$ cat src/inc/dio_pkg.sv
// package: register map, reset values and carriers for the digital i/o port
package dio_pkg;
  localparam int          CH          = 32;
  localparam int          AW          = 5;
  localparam logic [4:0]  OFF_IN      = 5'h00;
  localparam logic [4:0]  OFF_OUT     = 5'h04;
  localparam logic [4:0]  OFF_IEN     = 5'h08;
  localparam logic [4:0]  OFF_IEDGE   = 5'h0C;
  localparam logic [4:0]  OFF_ISTAT   = 5'h10;
  localparam logic [4:0]  OFF_FILT    = 5'h14;
  localparam logic [31:0] ZERO32      = 32'h0000_0000;
  localparam logic [7:0]  FILT_RESET  = 8'h00;
  localparam logic [7:0]  ONE8        = 8'h01;

  typedef struct packed {
    logic        cyc;
    logic        stb;
    logic        we;
    logic [3:0]  sel;
    logic [4:0]  adr;
    logic [31:0] dat;
  } wb_req_t;
endpackage
$ cat src/core/dio_port.sv
// digital i/o port: 32 filtered inputs with edge interrupts, 32 outputs
`timescale 1ns/100ps
module dio_port (
  input  wire logic                clk,
  input  wire logic                rst_b,
  input  wire dio_pkg::wb_req_t    wb_req,
  output logic [31:0]              wb_dat_o,
  output logic                     wb_ack_o,
  input  wire logic [31:0]         in_pin_b,
  output logic [31:0]              out_pin_oe,
  output logic                     irq
);
  logic        rst_s1;
  logic        rst_sync_b;
  logic [31:0] in_val;
  logic [31:0] in_filt;
  logic [31:0] filt_d;
  logic [31:0] out_reg;
  logic [31:0] ien;
  logic [31:0] iedge;
  logic [31:0] istat;
  logic [7:0]  filt_len;
  logic [31:0] rise;
  logic [31:0] fall;
  logic [31:0] event_hit;
  logic [31:0] clear_mask;
  logic        req;
  logic        wr;
  logic        wr_out;
  logic        wr_ien;
  logic        wr_iedge;
  logic        wr_filt;
  logic        wr_istat;
  logic        rd;
  logic [31:0] wmask;
  logic [31:0] next_out;
  logic [31:0] next_ien;
  logic [31:0] next_iedge;
  logic [31:0] next_rdata;
  genvar       g;

  // reset release through two flops
  always_ff @(posedge clk or negedge rst_b) begin
    if (!rst_b) begin
      rst_s1     <= 1'b0;
      rst_sync_b <= 1'b0;
    end else begin
      rst_s1     <= 1'b1;
      rst_sync_b <= rst_s1;
    end
  end

  // bus decode; a write lands at the edge where the host sees ack high
  assign req      = wb_req.cyc & wb_req.stb;
  assign wr       = req & wb_req.we & wb_ack_o;
  assign wr_out   = wr & (wb_req.adr == dio_pkg::OFF_OUT);
  assign wr_ien   = wr & (wb_req.adr == dio_pkg::OFF_IEN);
  assign wr_iedge = wr & (wb_req.adr == dio_pkg::OFF_IEDGE);
  assign wr_filt  = wr & (wb_req.adr == dio_pkg::OFF_FILT) & wb_req.sel[0];
  assign wr_istat = wr & (wb_req.adr == dio_pkg::OFF_ISTAT);
  // read data is fetched one edge early so it stands under ack
  assign rd       = req & ~wb_req.we & ~wb_ack_o;
  assign wmask = {{8{wb_req.sel[3]}}, {8{wb_req.sel[2]}},
                  {8{wb_req.sel[1]}}, {8{wb_req.sel[0]}}};
  assign next_out   = (out_reg & ~wmask) | (wb_req.dat & wmask);
  assign next_ien   = (ien & ~wmask) | (wb_req.dat & wmask);
  assign next_iedge = (iedge & ~wmask) | (wb_req.dat & wmask);
  // clearing honours sel, so a byte write spares the other lanes
  assign clear_mask = wr_istat ? (wb_req.dat & wmask) : dio_pkg::ZERO32;

  // pin low means current flows, so bit reads 1
  always_ff @(posedge clk or negedge rst_sync_b) begin
    if (!rst_sync_b) begin
      in_val <= dio_pkg::ZERO32;
    end else begin
      in_val <= ~in_pin_b;
    end
  end

  // per-bit filter: a new value must stand filt_len + 1 cycles
  // longer settings trade reaction time for chatter rejection
  generate
    for (g = 0; g < dio_pkg::CH; g++) begin : gen_filt
      logic [7:0] cnt;
      logic       level;
      always_ff @(posedge clk or negedge rst_sync_b) begin
        if (!rst_sync_b) begin
          cnt   <= dio_pkg::FILT_RESET;
          level <= 1'b0;
        end else if (in_val[g] == level) begin
          cnt <= dio_pkg::FILT_RESET;
        end else if (cnt >= filt_len) begin
          cnt   <= dio_pkg::FILT_RESET;
          level <= in_val[g];
        end else begin
          cnt <= cnt + dio_pkg::ONE8;
        end
      end
      // one writer per flop, the vector only gathers the bits
      assign in_filt[g] = level;
    end
  endgenerate

  // edges come from the filtered value, so glitches shorter than filt_len + 1 cycles never count
  always_ff @(posedge clk or negedge rst_sync_b) begin
    if (!rst_sync_b) begin
      filt_d <= dio_pkg::ZERO32;
    end else begin
      filt_d <= in_filt;
    end
  end
  assign rise = in_filt & ~filt_d;
  assign fall = ~in_filt & filt_d;
  // iedge 1: bit 0->1 (pin high-to-low); 0: bit 1->0
  assign event_hit = ien
                   & ((iedge & rise) | (~iedge & fall));

  // status sticky; write-one-to-clear, a new event wins
  always_ff @(posedge clk or negedge rst_sync_b) begin
    if (!rst_sync_b) begin
      istat <= dio_pkg::ZERO32;
    end else begin
      istat <= (istat & ~clear_mask) | event_hit;
    end
  end

  // single level request, only enabled bits count
  always_ff @(posedge clk or negedge rst_sync_b) begin
    if (!rst_sync_b) begin
      irq <= 1'b0;
    end else begin
      irq <= |(istat & ien);
    end
  end

  // output word stays off until software writes it
  always_ff @(posedge clk or negedge rst_sync_b) begin
    if (!rst_sync_b) begin
      out_reg <= dio_pkg::ZERO32;
    end else if (wr_out) begin
      out_reg <= next_out;
    end
  end

  // interrupt enables, one per input bit
  always_ff @(posedge clk or negedge rst_sync_b) begin
    if (!rst_sync_b) begin
      ien <= dio_pkg::ZERO32;
    end else if (wr_ien) begin
      ien <= next_ien;
    end
  end

  // edge selects, one per input bit
  always_ff @(posedge clk or negedge rst_sync_b) begin
    if (!rst_sync_b) begin
      iedge <= dio_pkg::ZERO32;
    end else if (wr_iedge) begin
      iedge <= next_iedge;
    end
  end

  // filter length lives in the lowest byte lane only
  always_ff @(posedge clk or negedge rst_sync_b) begin
    if (!rst_sync_b) begin
      filt_len <= dio_pkg::FILT_RESET;
    end else if (wr_filt) begin
      filt_len <= wb_req.dat[7:0];
    end
  end

  // open collector: transistor on (pin pulled low) when bit is 1
  always_ff @(posedge clk or negedge rst_sync_b) begin
    if (!rst_sync_b) begin
      out_pin_oe <= dio_pkg::ZERO32;
    end else begin
      out_pin_oe <= out_reg;
    end
  end

  // ack one cycle after a request, gone the cycle after;
  // a request still held under ack is not taken twice
  always_ff @(posedge clk or negedge rst_sync_b) begin
    if (!rst_sync_b) begin
      wb_ack_o <= 1'b0;
    end else begin
      wb_ack_o <= req & ~wb_ack_o;
    end
  end

  // unmapped reads give zero but are still acknowledged
  always_comb begin
    next_rdata = dio_pkg::ZERO32;
    case (wb_req.adr)
      dio_pkg::OFF_IN:    next_rdata = in_filt;
      dio_pkg::OFF_OUT:   next_rdata = out_reg;
      dio_pkg::OFF_IEN:   next_rdata = ien;
      dio_pkg::OFF_IEDGE: next_rdata = iedge;
      dio_pkg::OFF_ISTAT: next_rdata = istat;
      dio_pkg::OFF_FILT:  next_rdata = {24'h00_0000, filt_len};
      default:            next_rdata = dio_pkg::ZERO32;
    endcase
  end

  // read word is registered and holds until the next read
  always_ff @(posedge clk or negedge rst_sync_b) begin
    if (!rst_sync_b) begin
      wb_dat_o <= dio_pkg::ZERO32;
    end else if (rd) begin
      wb_dat_o <= next_rdata;
    end
  end
endmodule

$ cat config.mk
export PLATFORM = sky130hd
export DESIGN_NAME = dio_port
export DESIGN_NICKNAME = d
export VERILOG_FILES = /design/src/inc/dio_pkg.sv /design/src/core/dio_port.sv
export SDC_FILE = /design/constraint.sdc
export NUM_CORES = 1
export LEC_CHECK = 0
export BUFFER_PORTS_ARGS = -buffer_cell sky130_fd_sc_hd__buf_4
export CAP_MARGIN = 20
export CORE_ASPECT_RATIO = 1.1
export CORE_MARGIN = 1.5
export CORE_UTILIZATION = 35
export DETAILED_ROUTE_END_ITERATION = 8
export PLACE_DENSITY_LB_ADDON = 0.15
export SYNTH_ARGS = -nofsm -noshare
export SYNTH_HDL_FRONTEND = slang
export SYNTH_SLANG_ARGS = --single-unit
export TNS_END_PERCENT = 10
$ cat constraint.sdc
create_clock -name clk -period 22.3 [get_ports clk]
set_input_delay 2.23 -clock clk [delete_from_list [all_inputs] [get_ports clk]]
set_output_delay 2.23 -clock clk [all_outputs]
set_load 0.01 [all_outputs]
==> flow_summary_export.csv <==
group,metric,value,unit
setup_path,crit_arrival,4.68,ns
sta,slew_violations,0,
synthesis,yosys_warnings,0,
placement,post-place-ws,17.50,ns
floorplan,core,83300,um2
setup_path,start_kind,"input port",
detailed_routing,drt_iter0_markers,1284,
detailed_routing,antenna_left,0,
synthesis,syn_inst,2716,
placement,dpl_cell_area,31900,um2
synthesis,synth_cell_types,49,
grt,grt_max_degree,179,
detailed_routing,num_vias,21700,
worst_hold_path,min_path_type,"reg -> reg",
setup_path,path_common_cell,"buf_4",
power,power_frac_comb,5.7,%
synthesis,synth_ff_type,"dfrtp_1",
cells_and_area,num-fill-cells,8009,
floorplan,die_area,85800,um2
floorplan,die_y,307,um
cells_and_area,final_common_cell,"dfrtp_1",
placement,gp_congestion,0.815,
setup_path,critPathSlowestCell,"nor4b_4",
setup_path,startpoint,"wb_req[35]",
detailed_routing,drt-total-wl,82800,um
clocking,cts_root_buf,"clkbuf_16",
synthesis,avgSynthCellArea,10.8,um2
worst_hold_path,hold_start,"rst_s1",
clocking,clkSlewWorstSetupHoldPaths,0.06,ns
setup_path,path_buf_inv,2,
detailed_routing,drc,0,
synthesis,netlist_area,29400,um2
synthesis,synth_edf_count,0,
synthesis,yosysTopAreaCell,"dfrtp_1",
grt,grt_usage,19.4,%
synthesis,yosysSeqAreaShare,47.3,%
setup_path,slowest_delay,0.60,ns
detailed_routing,dr.pass1.iters,5,
cells_and_area,final_cell_mix,"dfrtp_1, ha_1, nand3_1, xor2_1, buf_4",
setup_path,critPathKind,"in -> reg",
sta,period_minus_slack,4.20,ns
clocking,cts_setup_buffers,0,
clocking,ctsHoldBuffers,0,
setup_path,cp_top_family,"simple AND/OR/NAND/NOR gates",
sta,slew_headroom,30.6,%
power,irDropWorstVdd,0.0000424,V
sta,tightest_slew,1.04,ns
outcome,status,"complete, no violations",
sta,finalHoldViolations,0,
cells_and_area,drive_above_1_share,12.7,%
power,power.leakage,15.9,nW
clocking,post_cts_resized,0,
floorplan,chipWidth,279,um
setup_path,required,22.78,ns
clocking,clockBufferDepth,3,
synthesis,synthArstFlopShare,100,%
detailed_routing,wl_per_cell,20.6,um
cells_and_area,area_growth,15.8,%
placement,dpl.hpwl,57700,um
cells_and_area,fin_area,34100,um2
clocking,clk_latency,0.61,ns
setup_path,worstPathMaxFanout,28,
power,p_clk_share,48.1,%
clocking,h-tree-depth,3,
placement,io_buffers,143,
run,cap_violations,0,
sta,finalSetupViolations,0,
grt,antenna_found_initial,12,
sta,fmax,0.238,GHz
setup_path,cp-end-kind,"flip-flop",
sta,rsz0062_at_grt,"no",
sta,fin_crit_sh,18.8,%
grt,grt_pass1_vias,22000,
sta,setup_ws,18.10,ns
setup_path,r2r-start,"rst_sync_b",
power,internal_power,0.00175,W
cells_and_area,final_nets,3269,
floorplan,rows,111,
sta,fin_worst_skew,0.0337,ns
power,powerDensity,67.8,nW/um2
synthesis,ys_ff_latch,556,
power,pwr-share-seq,46.2,%
floorplan,ios,144,
synthesis,synthTopCellsByArea,"dfrtp_1, ha_1, xor2_1",
grt,overflow,0,
setup_path,path_cells,"buf_4 -> nor4b_4 -> nor2b_4 -> buf_4 -> and3_1 -> mux2_1",
sta,fin_setup_tns,0,ns
clocking,cts_sinks,556,
cells_and_area,final_cells,4026,
clocking,tritoncts,"done",
grt,grt_pass1_wl,130000,um
power,p_switching,0.000562,W
detailed_routing,via_per_inst,5.40,
synthesis,synth.net_count,3082,
floorplan,initial_core_util,35.3,%
power,p_total,0.00231,W
clocking,cts_buffers,67,
power,switching_share,24.3,%
placement,dpl.cell_count,3905,
synthesis,synth_top_area_share,47.3,%
[final timing paths]
path                            slack (ns)                 end  depth (start not counted)
worst min-delay path                  0.35          rst_sync_b                          0
max in group asynchronous            18.54         filt_len[0]                          3
worst max register to register       18.54         filt_len[0]                          3
worst max-delay path                 18.10           flip-flop                          6
worst min register to register        0.35          rst_sync_b                          0
min in group asynchronous             0.48  gen_filt[18].level                          0
[power by group through the flow]
stage | Sequential [W] | Clock [W] | Combinational, W
finish | 0.00107 | 0.00111 | 0.000133
CTS | 0.00107 | 0.00115 | 0.000135
floorplan | 0.00109 | 0 | 0.0000678
detailed placement | 0.00109 | 0 | 0.000135
global placement | 0.00109 | 0 | 0.000131
global route | 0.00107 | 0.00119 | 0.000150
[synth_stat cells (all sizes together), types with 41 or more instances]
master and instances:
dfrtp 556, ha 288, nand3 186, xor2 176, nand2 162, nor2 149
nor3 135, and3 126, inv 122, mux2 117, o211ai 62, o21ai 53
xnor2 48, a21oi 47, a22oi 41, nand2b 41
[final cells by class]
| type | instances | area, um2 | area share, % |
|---|---|---|---|
| Sequential cell | 556 | 13900 | 40.8 |
| Antenna cell | 4 | 10.0 | 0.0294 |
| Tap cell | 1073 | 1340 | 3.94 |
| Timing Repair Buffer | 166 | 1270 | 3.71 |
| Inverter | 122 | 458 | 1.34 |
| Multi-Input combinational cell | 1990 | 14900 | 43.6 |
| Clock inverter | 21 | 236 | 0.694 |
| Clock buffer | 94 | 1980 | 5.82 |
[logic make-up after synthesis]
group | after synthesis | share of synthesized area (%)
AND/OR/NAND/NOR | 918 | 16.1
flip-flops | 556 | 47.3
AO/OA/AOI/OAI | 440 | 10.9
adder cells (fa/ha/maj) | 288 | 12.2
XOR/XNOR | 224 | 6.67
buffers and inverters | 170 | 2.33
multiplexers | 119 | 4.54
other | 1 | 0.0127
[stage by stage]
stage	hold slack, ns	util [%]
2_1_floorplan	0.331	-
3_3_place_gp	0.340	38.2
3_5_place_dp	0.340	38.2
4_1_cts	0.353	40.9
5_1_grt	0.365	40.9
6_report	0.351	40.9
[metal layers]
metal	vias up	global-route usage, %	routed length, um
met1	10900	25.4	37200
met5	-	0	102
met4	16	6.06	1800
li1	10300	-	-
met3	121	3.37	3560
met2	389	32.6	40200
(Power assumes the default switching activity.)
